File: src/rtl/spm_consts.svh
// offsets, field positions, reset values and timing figures of the power mode bank
`ifndef SPM_CONSTS_SVH
`define SPM_CONSTS_SVH
// register offsets
`define SPM_SYSTEM_CONTROL_OFS      8'hd0
`define SPM_CHANNEL_ENABLES_OFS     8'hd1
`define SPM_POWER_MODE_CONTROL_OFS  8'hd2
`define SPM_NORMAL_INTERVAL_OFS     8'hd3
`define SPM_LOW_INTERVAL_OFS        8'hd4
`define SPM_ULTRALOW_INTERVAL_OFS   8'hd5
// reset values
`define SPM_SYSTEM_CONTROL_RST      8'h08
`define SPM_CHANNEL_ENABLES_RST     6'h3f
`define SPM_POWER_MODE_CONTROL_RST  8'h03
`define SPM_NORMAL_INTERVAL_RST     8'h10
`define SPM_LOW_INTERVAL_RST        8'h30
`define SPM_ULTRALOW_INTERVAL_RST   8'h08
// system control bit positions
`define SPM_SOFT_RESET_BIT          7
`define SPM_ACK_RESET_BIT           6
`define SPM_EVENT_MODE_BIT          5
`define SPM_SLOW_OSC_BIT            4
`define SPM_COMMS_TUNING_BIT        3
`define SPM_RETUNE_BAND_BIT         2
`define SPM_RERUN_TUNING_BIT        1
`define SPM_RESEED_BIT              0
// power mode control bit positions
`define SPM_PWM_OUT_BIT             7
`define SPM_ALLOW_DEEP_BIT          6
`define SPM_AUTO_DISABLE_BIT        5
`define SPM_MANUAL_MODE_HI          4
`define SPM_MANUAL_MODE_LO          3
`define SPM_SEG_RATE_HI             2
`define SPM_SEG_RATE_LO             0
// timing
`define SPM_CORE_CLK_PERIOD_NS      25
`define SPM_REPORT_UNIT_NS          1000000
`define SPM_DEEP_UNIT_MS            16
`endif

File: src/rtl/spm_pkg.sv
// types shared by the power mode bank
package spm_pkg;
  // power modes, coded as in the manual mode field
  typedef enum logic [1:0] {
    MODE_NORMAL = 2'b00,
    MODE_LOW    = 2'b01,
    MODE_DEEP   = 2'b10,
    MODE_HALT   = 2'b11
  } power_mode_type;
endpackage : spm_pkg

File: src/rtl/system_power_mode_control.sv
// system and power mode control register bank with its mode and report timing
`timescale 1ns/1ps
`default_nettype none
`include "spm_consts.svh"
module system_power_mode_control #(
  parameter int MS_CYCLES = `SPM_REPORT_UNIT_NS / `SPM_CORE_CLK_PERIOD_NS
) (
  input  wire logic                    core_clk,
  input  wire logic                    rst_n,
  input  wire logic [7:0]              reg_addr,
  input  wire logic                    reg_wr,
  input  wire logic                    reg_rd,
  input  wire logic [7:0]              reg_wdata,
  output var  logic [7:0]              reg_rdata,
  input  wire logic                    tuning_busy,
  input  wire logic                    tuning_done,
  input  wire logic                    reseed_done,
  input  wire spm_pkg::power_mode_type auto_request,
  input  wire logic                    pwm_signal,
  input  wire logic                    inductive_tx_signal,
  output var  logic                    device_reset,
  output var  logic                    reset_event,
  output wire logic                    event_mode,
  output wire logic                    slow_oscillator_select,
  output wire logic                    comms_allowed,
  output wire logic                    retune_band_select,
  output var  logic                    tuning_start,
  output var  logic                    reseed_all,
  output wire logic [5:0]              channel_enable,
  output wire logic                    hall_ui_ready,
  output wire logic                    temperature_ui_ready,
  output wire logic                    sar_ui_ready,
  output wire logic                    hysteresis_ui_ready,
  output wire logic                    general_pin_three_out,
  output wire logic                    inductive_transmit_enable,
  output var  spm_pkg::power_mode_type active_mode,
  output wire logic                    conversions_enable,
  output wire logic                    wake_channel_only,
  output wire logic                    report_tick,
  output var  logic                    segment_tick
);
  import spm_pkg::*;

  //////////////////////////////////////////////////////////////////////////////
  // register storage
  logic [3:0] sys_cfg_q;      // event, slow osc, comms, band (bits 5..2)
  logic       soft_pend_q;    // soft reset in progress
  logic       rerun_pend_q;   // tuning rerun in progress
  logic       rerun_issued_q; // start pulse already sent for this rerun
  logic       reseed_pend_q;  // reseed in progress
  logic       reseed_issued_q;
  logic [5:0] chan_en_q;      // channel enables
  logic [7:0] pmode_q;        // power mode control
  logic [7:0] np_int_q;       // normal interval, ms
  logic [7:0] lp_int_q;       // low interval, ms
  logic [7:0] ulp_int_q;      // deep interval, 16 ms units

  //////////////////////////////////////////////////////////////////////////////
  // write decode
  wire wr_sys  = reg_wr && (reg_addr == `SPM_SYSTEM_CONTROL_OFS);
  wire wr_chan = reg_wr && (reg_addr == `SPM_CHANNEL_ENABLES_OFS);
  wire wr_pm   = reg_wr && (reg_addr == `SPM_POWER_MODE_CONTROL_OFS);
  wire wr_np   = reg_wr && (reg_addr == `SPM_NORMAL_INTERVAL_OFS);
  wire wr_lp   = reg_wr && (reg_addr == `SPM_LOW_INTERVAL_OFS);
  wire wr_ulp  = reg_wr && (reg_addr == `SPM_ULTRALOW_INTERVAL_OFS);
  // action requests, a written zero does nothing
  wire soft_req   = wr_sys && reg_wdata[`SPM_SOFT_RESET_BIT];
  wire ack_req    = wr_sys && reg_wdata[`SPM_ACK_RESET_BIT];
  wire rerun_req  = wr_sys && reg_wdata[`SPM_RERUN_TUNING_BIT];
  wire reseed_req = wr_sys && reg_wdata[`SPM_RESEED_BIT];

  //////////////////////////////////////////////////////////////////////////////
  // soft reset: one cycle pending, then every register takes its default
  always_ff @(posedge core_clk or negedge rst_n) begin
    if (!rst_n) begin
      soft_pend_q <= 1'b0;
    end else begin
      soft_pend_q <= soft_req && !soft_pend_q;
    end
  end
  assign device_reset = soft_pend_q;

  // reset event: set by any reset, set wins over acknowledge
  always_ff @(posedge core_clk or negedge rst_n) begin
    if (!rst_n) begin
      reset_event <= 1'b1;
    end else if (soft_pend_q) begin
      reset_event <= 1'b1;
    end else if (ack_req) begin
      reset_event <= 1'b0;
    end
  end

  //////////////////////////////////////////////////////////////////////////////
  // configuration registers
  always_ff @(posedge core_clk or negedge rst_n) begin
    if (!rst_n) begin
      sys_cfg_q <= 4'(`SPM_SYSTEM_CONTROL_RST >> 2);
      chan_en_q <= `SPM_CHANNEL_ENABLES_RST;
      pmode_q   <= `SPM_POWER_MODE_CONTROL_RST;
      np_int_q  <= `SPM_NORMAL_INTERVAL_RST;
      lp_int_q  <= `SPM_LOW_INTERVAL_RST;
      ulp_int_q <= `SPM_ULTRALOW_INTERVAL_RST;
    end else if (soft_pend_q) begin
      // watchdog style reload
      sys_cfg_q <= 4'(`SPM_SYSTEM_CONTROL_RST >> 2);
      chan_en_q <= `SPM_CHANNEL_ENABLES_RST;
      pmode_q   <= `SPM_POWER_MODE_CONTROL_RST;
      np_int_q  <= `SPM_NORMAL_INTERVAL_RST;
      lp_int_q  <= `SPM_LOW_INTERVAL_RST;
      ulp_int_q <= `SPM_ULTRALOW_INTERVAL_RST;
    end else begin
      if (wr_sys)  sys_cfg_q <= reg_wdata[5:2];
      if (wr_chan) chan_en_q <= reg_wdata[5:0];
      if (wr_pm)   pmode_q   <= reg_wdata;
      if (wr_np)   np_int_q  <= reg_wdata;
      if (wr_lp)   lp_int_q  <= reg_wdata;
      if (wr_ulp)  ulp_int_q <= reg_wdata;
    end
  end

  //////////////////////////////////////////////////////////////////////////////
  // tuning rerun and reseed: pending until the engine reports done
  always_ff @(posedge core_clk or negedge rst_n) begin
    if (!rst_n) begin
      rerun_pend_q    <= 1'b0;
      rerun_issued_q  <= 1'b0;
      reseed_pend_q   <= 1'b0;
      reseed_issued_q <= 1'b0;
      tuning_start    <= 1'b0;
      reseed_all      <= 1'b0;
    end else if (soft_pend_q) begin
      rerun_pend_q    <= 1'b0;
      rerun_issued_q  <= 1'b0;
      reseed_pend_q   <= 1'b0;
      reseed_issued_q <= 1'b0;
      tuning_start    <= 1'b0;
      reseed_all      <= 1'b0;
    end else begin
      // one start pulse per request, bit clears on completion
      tuning_start   <= rerun_req && !rerun_pend_q;
      rerun_issued_q <= (rerun_issued_q || tuning_start) && !tuning_done;
      if (rerun_req && !rerun_pend_q) begin
        rerun_pend_q <= 1'b1;
      end else if (tuning_done && (rerun_issued_q || tuning_start)) begin
        rerun_pend_q <= 1'b0;
      end
      // reseed ignores per channel reseed enables
      reseed_all      <= reseed_req && !reseed_pend_q;
      reseed_issued_q <= (reseed_issued_q || reseed_all) && !reseed_done;
      if (reseed_req && !reseed_pend_q) begin
        reseed_pend_q <= 1'b1;
      end else if (reseed_done && (reseed_issued_q || reseed_all)) begin
        reseed_pend_q <= 1'b0;
      end
    end
  end

  //////////////////////////////////////////////////////////////////////////////
  // configuration outputs
  assign event_mode             = sys_cfg_q[`SPM_EVENT_MODE_BIT - 2];
  assign slow_oscillator_select = sys_cfg_q[`SPM_SLOW_OSC_BIT - 2];
  assign retune_band_select     = sys_cfg_q[`SPM_RETUNE_BAND_BIT - 2];
  // tuning in progress silences comms unless allowed
  assign comms_allowed = sys_cfg_q[`SPM_COMMS_TUNING_BIT - 2] || !(tuning_busy || rerun_pend_q);
  assign channel_enable       = chan_en_q;
  assign hall_ui_ready        = chan_en_q[4] && chan_en_q[5];
  assign temperature_ui_ready = chan_en_q[3];
  assign sar_ui_ready         = chan_en_q[0] && chan_en_q[1];
  assign hysteresis_ui_ready  = chan_en_q[2];
  // pin three carries pwm or inductive transmit
  wire pwm_active = pmode_q[`SPM_PWM_OUT_BIT];
  assign general_pin_three_out     = pwm_active ? pwm_signal : inductive_tx_signal;
  assign inductive_transmit_enable = !pwm_active;

  //////////////////////////////////////////////////////////////////////////////
  // mode choice
  power_mode_type manual_mode; // manual field as a mode
  assign manual_mode = power_mode_type'(pmode_q[`SPM_MANUAL_MODE_HI:`SPM_MANUAL_MODE_LO]);
  power_mode_select u_mode_select (
    .auto_switch_disable (pmode_q[`SPM_AUTO_DISABLE_BIT]),
    .manual_mode         (manual_mode),
    .allow_deepest_sleep (pmode_q[`SPM_ALLOW_DEEP_BIT]),
    .pwm_active          (pwm_active),
    .auto_request        (auto_request),
    .active_mode         (active_mode)
  );
  assign conversions_enable = (active_mode != MODE_HALT);
  assign wake_channel_only  = (active_mode == MODE_DEEP);

  //////////////////////////////////////////////////////////////////////////////
  // millisecond and 16 ms unit ticks from the core clock
  logic [15:0] ms_cnt_q;  // core cycles within a millisecond
  logic [3:0]  u16_cnt_q; // milliseconds within a deep unit
  logic        ms_tick;
  logic        u16_tick;
  assign ms_tick  = (ms_cnt_q == 16'(MS_CYCLES - 1));
  assign u16_tick = ms_tick && (u16_cnt_q == 4'(`SPM_DEEP_UNIT_MS - 1));
  always_ff @(posedge core_clk or negedge rst_n) begin
    if (!rst_n) begin
      ms_cnt_q  <= '0;
      u16_cnt_q <= '0;
    end else begin
      ms_cnt_q <= ms_tick ? 16'h0000 : ms_cnt_q + 16'h0001;
      if (ms_tick) u16_cnt_q <= u16_cnt_q + 4'h1;
    end
  end

  //////////////////////////////////////////////////////////////////////////////
  // report interval for the running mode
  logic [7:0]     interval;   // chosen interval value
  logic           unit_tick;  // chosen unit tick
  logic           timer_tick; // raw timer pulse
  power_mode_type last_mode_q;
  always_comb begin
    case (active_mode)
      MODE_NORMAL: interval = np_int_q;
      MODE_LOW:    interval = lp_int_q;
      MODE_DEEP:   interval = ulp_int_q;
      default:     interval = 8'hff;
    endcase
  end
  assign unit_tick = (active_mode == MODE_DEEP) ? u16_tick : ms_tick;
  always_ff @(posedge core_clk or negedge rst_n) begin
    if (!rst_n) last_mode_q <= MODE_NORMAL;
    else        last_mode_q <= active_mode;
  end
  report_timer #(.WIDTH(8)) u_report_timer (
    .core_clk    (core_clk),
    .rst_n       (rst_n),
    .restart     (active_mode != last_mode_q || soft_pend_q),
    .unit_tick   (unit_tick),
    .interval    (interval),
    .report_tick (timer_tick)
  );
  assign report_tick = timer_tick && conversions_enable;

  //////////////////////////////////////////////////////////////////////////////
  // other channels in deep sleep run at a fraction of the deep rate
  logic [7:0] seg_cnt_q;  // deep reports seen
  logic [7:0] seg_mask;   // 2^(code+1) - 1
  assign seg_mask = 8'((16'h0002 << pmode_q[`SPM_SEG_RATE_HI:`SPM_SEG_RATE_LO]) - 16'h0001);
  always_ff @(posedge core_clk or negedge rst_n) begin
    if (!rst_n) begin
      seg_cnt_q    <= '0;
      segment_tick <= 1'b0;
    end else begin
      segment_tick <= 1'b0;
      if (active_mode != MODE_DEEP) begin
        seg_cnt_q <= '0;
      end else if (report_tick) begin
        seg_cnt_q    <= seg_cnt_q + 8'h01;
        segment_tick <= ((seg_cnt_q & seg_mask) == seg_mask);
      end
    end
  end

  //////////////////////////////////////////////////////////////////////////////
  // read port: registered data, soft reset, rerun and reseed bits read as pending, acknowledge bit and unmapped read zero
  logic [7:0] rd_mux;
  always_comb begin
    case (reg_addr)
      `SPM_SYSTEM_CONTROL_OFS:     rd_mux = {soft_pend_q, 1'b0, sys_cfg_q, rerun_pend_q, reseed_pend_q};
      `SPM_CHANNEL_ENABLES_OFS:    rd_mux = {2'b00, chan_en_q};
      `SPM_POWER_MODE_CONTROL_OFS: rd_mux = pmode_q;
      `SPM_NORMAL_INTERVAL_OFS:    rd_mux = np_int_q;
      `SPM_LOW_INTERVAL_OFS:       rd_mux = lp_int_q;
      `SPM_ULTRALOW_INTERVAL_OFS:  rd_mux = ulp_int_q;
      default:                     rd_mux = 8'h00;
    endcase
  end
  always_ff @(posedge core_clk or negedge rst_n) begin
    if (!rst_n)      reg_rdata <= 8'h00;
    else if (reg_rd) reg_rdata <= rd_mux;
  end

  //////////////////////////////////////////////////////////////////////////////
  // checks
  property p_soft_reset;
    @(posedge core_clk) disable iff (!rst_n)
      (soft_req && !soft_pend_q) |=> device_reset ##1 (!device_reset && chan_en_q == 6'h3f && pmode_q == 8'h03);
  endproperty
  a_soft_reset: assert property (p_soft_reset) else $error("soft reset did not reload defaults");
  property p_reset_event;
    @(posedge core_clk) disable iff (!rst_n)
      device_reset |=> reset_event;
  endproperty
  a_reset_event: assert property (p_reset_event) else $error("reset event not raised");
  property p_ack;
    @(posedge core_clk) disable iff (!rst_n)
      (ack_req && !soft_pend_q) |=> !reset_event;
  endproperty
  a_ack: assert property (p_ack) else $error("acknowledge did not clear reset event");
  property p_comms;
    @(posedge core_clk) disable iff (!rst_n)
      (tuning_busy && !sys_cfg_q[1]) |-> !comms_allowed;
  endproperty
  a_comms: assert property (p_comms) else $error("comms allowed during tuning");
  property p_rerun;
    @(posedge core_clk) disable iff (!rst_n)
      (rerun_req && !rerun_pend_q && !soft_pend_q) |=> tuning_start && rerun_pend_q ##1 !tuning_start;
  endproperty
  a_rerun: assert property (p_rerun) else $error("rerun not started with one pulse");
  property p_reseed_hold;
    @(posedge core_clk) disable iff (!rst_n)
      (reseed_pend_q && !reseed_done && !soft_pend_q) |=> reseed_pend_q;
  endproperty
  a_reseed_hold: assert property (p_reseed_hold) else $error("reseed bit cleared early");
  property p_pwm_normal;
    @(posedge core_clk) disable iff (!rst_n)
      pwm_active |-> (active_mode == MODE_NORMAL && !inductive_transmit_enable);
  endproperty
  a_pwm_normal: assert property (p_pwm_normal) else $error("pwm active outside normal mode");
  property p_halt;
    @(posedge core_clk) disable iff (!rst_n)
      (active_mode == MODE_HALT) |-> (!report_tick && !conversions_enable);
  endproperty
  a_halt: assert property (p_halt) else $error("activity in halt mode");
  property p_hall;
    @(posedge core_clk) disable iff (!rst_n)
      $fell(chan_en_q[4]) |-> !hall_ui_ready;
  endproperty
  a_hall: assert property (p_hall) else $error("hall ready without channel four");
endmodule : system_power_mode_control
`default_nettype wire

File: src/rtl/power_mode_select.sv
// picks the running power mode from pwm, manual and automatic choices
`timescale 1ns/1ps
`default_nettype none
module power_mode_select (
  input  wire logic                    auto_switch_disable,
  input  wire spm_pkg::power_mode_type manual_mode,
  input  wire logic                    allow_deepest_sleep,
  input  wire logic                    pwm_active,
  input  wire spm_pkg::power_mode_type auto_request,
  output var  spm_pkg::power_mode_type active_mode
);
  import spm_pkg::*;
  power_mode_type auto_pick; // automatic choice after the deep clamp
  // deep sleep is only reachable automatically when permitted, else stay low
  assign auto_pick = (auto_request == MODE_DEEP && !allow_deepest_sleep) ? MODE_LOW :
                     (auto_request == MODE_HALT) ? MODE_NORMAL : auto_request;
  // pwm pins normal mode, then manual beats automatic
  assign active_mode = pwm_active ? MODE_NORMAL :
                       auto_switch_disable ? manual_mode : auto_pick;
endmodule : power_mode_select
`default_nettype wire

File: src/rtl/report_timer.sv
// counts unit ticks and pulses once per programmed report interval
`timescale 1ns/1ps
`default_nettype none
module report_timer #(
  parameter int WIDTH = 8
) (
  input  wire logic             core_clk,
  input  wire logic             rst_n,
  input  wire logic             restart,
  input  wire logic             unit_tick,
  input  wire logic [WIDTH-1:0] interval,
  output var  logic             report_tick
);
  logic [WIDTH-1:0] count_q;    // units elapsed in this interval
  logic [WIDTH:0]   units_seen; // units including this tick, one bit wider so it cannot wrap
  logic             hit;        // interval reached on this tick
  // interval n gives one report per n units; zero is always met, so it fires every unit
  assign units_seen = {1'b0, count_q} + 1'b1;
  assign hit        = unit_tick && (units_seen >= {1'b0, interval});
  // count units, restart after each report or on request
  always_ff @(posedge core_clk or negedge rst_n) begin
    if (!rst_n) begin
      count_q     <= '0;
      report_tick <= 1'b0;
    end else begin
      report_tick <= hit && !restart;
      if (restart || hit) begin
        count_q <= '0;
      end else if (unit_tick) begin
        count_q <= count_q + 1'b1;
      end
    end
  end
endmodule : report_timer
`default_nettype wire

File: config.mk
export PLATFORM = sky130hd
export DESIGN_NAME = system_power_mode_control
export DESIGN_NICKNAME = d
export VERILOG_FILES = /design/src/rtl/spm_pkg.sv /design/src/rtl/system_power_mode_control.sv /design/src/rtl/power_mode_select.sv /design/src/rtl/report_timer.sv
export VERILOG_INCLUDE_DIRS = /design/src /design/src/rtl
export SDC_FILE = /design/constraint.sdc
export NUM_CORES = 1
export LEC_CHECK = 0
export BUFFER_PORTS_ARGS = -buffer_cell sky130_fd_sc_hd__buf_2
export CAP_MARGIN = 30
export CORE_MARGIN = 4
export CORE_UTILIZATION = 63
export DETAILED_ROUTE_END_ITERATION = 7
export PLACE_DENSITY = 0.88
export SETUP_SLACK_MARGIN = 0.05
export SYNTH_ARGS = -nofsm -noshare
export SYNTH_HDL_FRONTEND = slang
export SYNTH_HIERARCHICAL = 1
export SYNTH_SLANG_ARGS = --single-unit
File: constraint.sdc
create_clock -name core_clk -period 5.2 [get_ports core_clk]
set_input_delay 1.04 -clock core_clk [delete_from_list [all_inputs] [get_ports core_clk]]
set_output_delay 1.04 -clock core_clk [all_outputs]
set_load 0.005 [all_outputs]
After elaboration in Yosys (flattened, before gate mapping)

Index checks and enable logic that the tools add are counted.

Bitwise logic cells: 1
$lt $le $gt $ge: 1
$add $sub $neg: 6
Shift operators: 1
Eq/ne operators: 16
Reductions and logical operators: 51
Mux-type cells: 39

Operator list:

| operator                                         | count |
|---|---|
| 2-to-1 mux 8 bit                                 | 12 |
| equality test 8 bit, second input constant       | 6 |
| one-hot mux 8 bit (6 select lines)               | 1 |
| logical AND 1 bit                                | 24 |
| one-hot mux 8 bit (3 select lines)               | 1 |
| nonzero test 2 bit                               | 9 |
| adder 16 x 1 -> 16 bit, second input constant    | 1 |
| adder 8 x 1 -> 8 bit, second input constant      | 2 |
| equality test 16 bit, second input constant      | 1 |
| 2-to-1 mux 1 bit                                 | 16 |
| 2-to-1 mux 16 bit                                | 1 |
| 2-to-1 mux 6 bit                                 | 2 |
| adder 8 x 1 -> 9 bit, second input constant      | 1 |
| >= comparator 9 x 8 -> 1 bit                     | 1 |
| logical NOT 1 bit                                | 9 |
| AND 8 bit                                        | 1 |
| equality test 8 bit                              | 1 |
| 2-to-1 mux 2 bit                                 | 4 |
| 2-to-1 mux 4 bit                                 | 2 |
| << shifter 2 x 3 -> 8 bit, first input constant  | 1 |
| subtractor 8 x 1 -> 8 bit, second input constant | 1 |
| equality test 2 bit, second input constant       | 3 |
| logical OR 1 bit                                 | 6 |
| nonzero test 3 bit                               | 2 |
| other kinds (6)                                  | 7 |

Register bits: 98

Logic depth before layout (Yosys ltp)

Depth in word-level cells: 11
Gate-level depth with buffers: 13
Mapped depth without buffers: 10

Cells and area by module

The synthesis kept the hierarchy.

By module, submodules not included:

| module                    | cells each | times used | area an instance (µm²) |
|---|---|---|---|
| system_power_mode_control | 439        | 1          | 4540.6 |
| report_timer              | 82         | 1          | 749.5 |
| power_mode_select         | 8          | 1          | 60.1 |

Least setup slack after synthesis

OpenSTA, ideal clock, no wires.

Kind: input-to-reg
Start: in auto_request[0]
End: reg u_report_timer.count_q[2]
Path buffers: 1
Setup slack: 1179 ps
Required time: 5090 ps
Library setup time: 110 ps
Arrival time: 3910 ps
Stages on the path: 10
Cells stage by stage: or3b_1 -> a311oi_2 -> clkbuf_1 -> mux2_2 -> o22a_1 -> ha_1 -> nand2b_1 -> a2111oi_1 -> nor4_1 -> o41ai_1

Longest elaborated chain between the ends: 11
Elaborated cells between the ends (all ways): 19
Classes of those cells: order compare (1); eq/ne (5); mux (7); reduce/logical (6)

Ends and longest elaborated chain:

| item                                                          | line                                             | source |
|---|---|---|
| from (decl)                                                   | system_power_mode_control.sv:18                  | `input wire spm_pkg::power_mode_type auto_request,` |
| equality test 2 bit (on tied branches)                        | power_mode_select.sv:16, power_mode_select.sv:15 |  |
| 2-to-1 mux 2 bit / logical AND 1 bit (equally long branches)  | power_mode_select.sv:16, power_mode_select.sv:15 |  |
| 2-to-1 mux 2 bit (*)                                          | power_mode_select.sv:15                          | `assign auto_pick = (auto_request == MODE_DEEP && !allow_deepest_sleep) ? MODE_LOW :` |
| 2-to-1 mux 2 bit (*)                                          | power_mode_select.sv:19                          | `auto_switch_disable ? manual_mode : auto_pick;` |
| 2-to-1 mux 2 bit (*)                                          | power_mode_select.sv:18                          | `assign active_mode = pwm_active ? MODE_NORMAL :` |
| net active_mode[0]                                            | system_power_mode_control.sv:36                  | `output var spm_pkg::power_mode_type active_mode,` |
| equality test 2 bit (tied with other cells)                   | system_power_mode_control.sv:216                 | `case (active_mode)` |
| one-hot mux 8 bit (3 select lines) (*)                        | system_power_mode_control.sv:216                 |  |
| net interval[0]                                               | system_power_mode_control.sv:211                 | `logic [7:0] interval;` |
| >= comparator 9 x 8 -> 1 bit (*)                              | report_timer.sv:19                               | `assign hit = unit_tick && (units_seen >= {1'b0, interval});` |
| logical AND 1 bit (*)                                         | report_timer.sv:19                               |  |
| logical OR 1 bit (*)                                          | report_timer.sv:27                               | `if (restart \|\| hit) begin` |
| 2-to-1 mux 8 bit / nonzero test 2 bit (equally long branches) | n/a                                              |  |
| to (signal assigned)                                          | report_timer.sv:30                               | `count_q <= count_q + 1'b1;` |
| to (decl)                                                     | report_timer.sv:14                               | `logic [WIDTH-1:0] count_q;` |

The timed path passes the listed nets; every way through them passes the cells marked *.
A chain may end at the register's enable or synchronous reset.

Final worst setup path

Start: in auto_request[0]
End: reg u_report_timer.count_q[6]

Longest elaborated chain between the ends: 11
Elaborated cells between the ends (all ways): 19
Classes of those cells: order compare (1); eq/ne (5); mux (7); reduce/logical (6)

Ends and longest elaborated chain:

| item                                                          | line |
|---|---|
| equality test 2 bit (on tied branches)                        | power_mode_select.sv:16, power_mode_select.sv:15 |
| 2-to-1 mux 2 bit / logical AND 1 bit (equally long branches)  | power_mode_select.sv:16, power_mode_select.sv:15 |
| 2-to-1 mux 2 bit (*)                                          | power_mode_select.sv:15 |
| 2-to-1 mux 2 bit (*)                                          | power_mode_select.sv:19 |
| 2-to-1 mux 2 bit (*)                                          | power_mode_select.sv:18 |
| equality test 2 bit (tied with other cells)                   | system_power_mode_control.sv:216 |
| one-hot mux 8 bit (3 select lines) (*)                        | system_power_mode_control.sv:216 |
| net interval[5]                                               | system_power_mode_control.sv:211 |
| >= comparator 9 x 8 -> 1 bit (*)                              | report_timer.sv:19 |
| logical AND 1 bit (*)                                         | report_timer.sv:19 |
| logical OR 1 bit (*)                                          | report_timer.sv:27 |
| 2-to-1 mux 8 bit / nonzero test 2 bit (equally long branches) | n/a |

Marks and branches as above.

==> flow_summary.toml <==
[status]
status = "finished, final reports clean"

[floorplan]
die-width_um = 100
rows = 33
core_area_sq_um = 8260
start_util_pct = 64.8
io_pins = 61
die-area_sq_um = 10000
die_y_um = 100

[drt]
route.detailed.drc = 0
ant_nets = 0
first_pass_iters = 5
vias = 4310
wl_per_cell_um = 18.5
via_per_inst = 6.30
wirelength_mm = 12.6
drt_iter0_drc = 353

[clock_tree]
h-tree-depth = 3
cts_tree = "built"
cts.path.max_buffers = 2
clkSlewWorstSetupHoldPaths_ps = 90
insertion_delay_ps = 370
hold_buffers = 0
cts_sinks = 98
cts_setup_buffers = 0
cts_made_buffers = 9
cts_resized = 0
root_buffer = "clkbuf_8"

[global_route]
grt_antenna_before_repair = 0
grtUsageTotal_pct = 26.8
overflow = 0
grt_pass1_wl_mm = 21.2
grt_max_degree = 65
grt_pass1_vias = 4267

[hold_path]
holdCritPathClass = "reg2reg"
hold_depth = 1
min_to = "ms_cnt_q[0]"
worstHoldStart = "ms_cnt_q[0]"

[cells_and_area]
synthToLayoutAreaGrowth_pct = 9.64
nets = 614
diodes = 0
multi_input_area_sq_um = 2650
drive_above_1_share_pct = 21.1
register_area_sq_um = 2470
finish.utilization_pct = 71.0
fillers = 594

[sta]
hold_slack_ps = 493
fin_crit_sh_pct = 77.2
hold_viol_final = 0
fin_ws_ps = 1190
layout_min_cycle_time_ps = 4010
worst_pin_slew_ps = 987
max_clock_freq_mhz = 249
setup_tns_ps = 0
slew_headroom_pct = 34.2
rsz0062_at_grt = "no"
setup_viol = 0
drv_slew = 0
skew_ps = 14.2

[yosys]
ys_seq_area_share_pct = 46.2
yosys_warnings = 6
synth.net_count = 569
synthTopCellsByArea = "dfrtp_1, mux2i_1, dfstp_2, nor2_1, ha_1"
synthCells = 529
synthTopCellsByCount = "dfrtp_1, nor2_1, mux2i_1"
yosys.area.top_type = "dfrtp_1"
ys.flop_type = "dfrtp_1"
synth.most_common_cell = "dfrtp_1"
ys_types = 58
synth_edf_count = 0
synthesis.area_sq_um = 5350
ys_ff_latch = 98
synth.top_cell.area_share_pct = 39.3
async_flop_share_pct = 100
avgSynthCellArea_sq_um = 10.1

[place]
post-dp-hpwl_mm = 9.16
place_ws_ps = 836
port_buffers = 60
routabilityCongestion = 0.854

[worst_setup_path]
r2r-start = "pmode_q[6]"
crit_family = "simple AND/OR/NAND/NOR gates"
cpPeakStageDelay_ps = 630
required_ps = 5460
ff2ff_path_depth = 11
worstReg2RegEnd = "u_report_timer/count_q[6]"
crit_path_start = "auto_request[0]"
cp.arrival_ps = 4270
crit_fanout = 14
crit_buf_inv = 3
slowest_stage = "a311oi_2"
critical_path.cell_chain = "buf_2 > or3b_1 > a311oi_2 > nand2b_1 > buf_4 > o22a_1 > inv_1 > ha_1 > o21a_1 > nor2_1 > or4_1 > a41o_1"
end_kind = "flop"
regToRegSetupSlack_ps = 1500
path_class = "in2reg"
start_kind = "input port"

[pwr]
power.leakage_uw = 0.00280
pwr_density_cell_nw_per_um2 = 250
vdd_drop_max_uv = 129

[job]
drv_cap = 0
[cells by family (layout without fill, tap and decap cells)]
group                      Yosys count  in the layout  synth area share (%)
and+or+nand+nor                    198            198                  19.1
DFF                                 98             98                  46.2
AOI/OAI and AO/OA                   80             80                  10.3
muxes                               58             58                  12.5
buffers and inverters               55            105                  4.44
xor gates and xnor gates            27             27                  4.42
adders and majority gates           13             13                  3.04
[state kept, by name (all words and copies together), names as in the netlist, 2 cells and up]
name                    count
pmode_q                     8
channel_enable              6
last_mode_q                 2
u16_cnt_q                   4
sys_cfg_q                   4
np_int_q                    8
ms_cnt_q                   16
lp_int_q                    8
seg_cnt_q                   8
u_report_timer/count_q      8
ulp_int_q                   8
reg_rdata                   8
[report_power, final]
| group | internal (uW) | switching [uW] |
|---|---|---|
| registers | 795 | 28.5 |
| clock network | 190 | 272 |
| logic | 80.1 | 103 |
[routing by layer]
metal	global-route usage (%)	vias up	share of wire [%]
li1	-	1979	-
met1	33.7	2129	39
met3	4.52	30	6.1
met2	45.8	172	52
met4	11.4	0	3.3
met5	0	-	0
[placed cells by master, fill, tap and decap left out, drive strengths merged, types with 6 or more instances in the layout]
| master | netlist | layout |
|---|---|---|
| clkbuf | 19 | 11 |
| nand4 | 6 | 6 |
| nor3b | 7 | 7 |
| mux2i | 41 | 41 |
| o21ai | 7 | 7 |
| nand2 | 25 | 25 |
| xnor2 | 13 | 13 |
| buf | 13 | 66 |
| mux2 | 11 | 11 |
| a21oi | 25 | 25 |
| nor3 | 17 | 17 |
| nor2 | 75 | 75 |
| dfrtp | 84 | 84 |
| inv | 23 | 24 |
| o22ai | 9 | 9 |
| dfstp | 14 | 14 |
| xor2 | 14 | 14 |
| ha | 13 | 13 |
| nand3 | 15 | 15 |
| o22a | 8 | 8 |
| mux4 | 6 | 6 |
[metrics by stage]
| stage | total power [uW] | std cells | area [sq um] |
|---|---|---|---|
| after floorplan | 945 | 529 | 5350 |
| after detailed placement | 1020 | 668 | 5690 |
| after global routing | 1530 | 684 | 5870 |
| final | 1470 | 684 | 5870 |
| after CTS | 1470 | 684 | 5870 |
| after global placement | 1010 | 667 | 5680 |
[layout make-up]
class	count	share of cell area [%]
sequential	98	42.1
inverter	23	1.47
tap	105	2.24
timing repair buffer	66	5.93
multi-input combinational	376	45.2
clock buffer	11	2.41
clock inverter	5	0.661
[worst max-delay path by stage]
stage	end	slack [ps]	cells past startpoint
floorplan	u_report_timer/count_q[2]	1180	10
finish	u_report_timer/count_q[6]	1190	12
detailed placement	u_report_timer/count_q[6]	840	12
global route	u_report_timer/count_q[3]	1040	10
global placement	u_report_timer/count_q[5]	990	12
CTS	u_report_timer/count_q[6]	1200	12
Power figures use the tool's default switching activity.
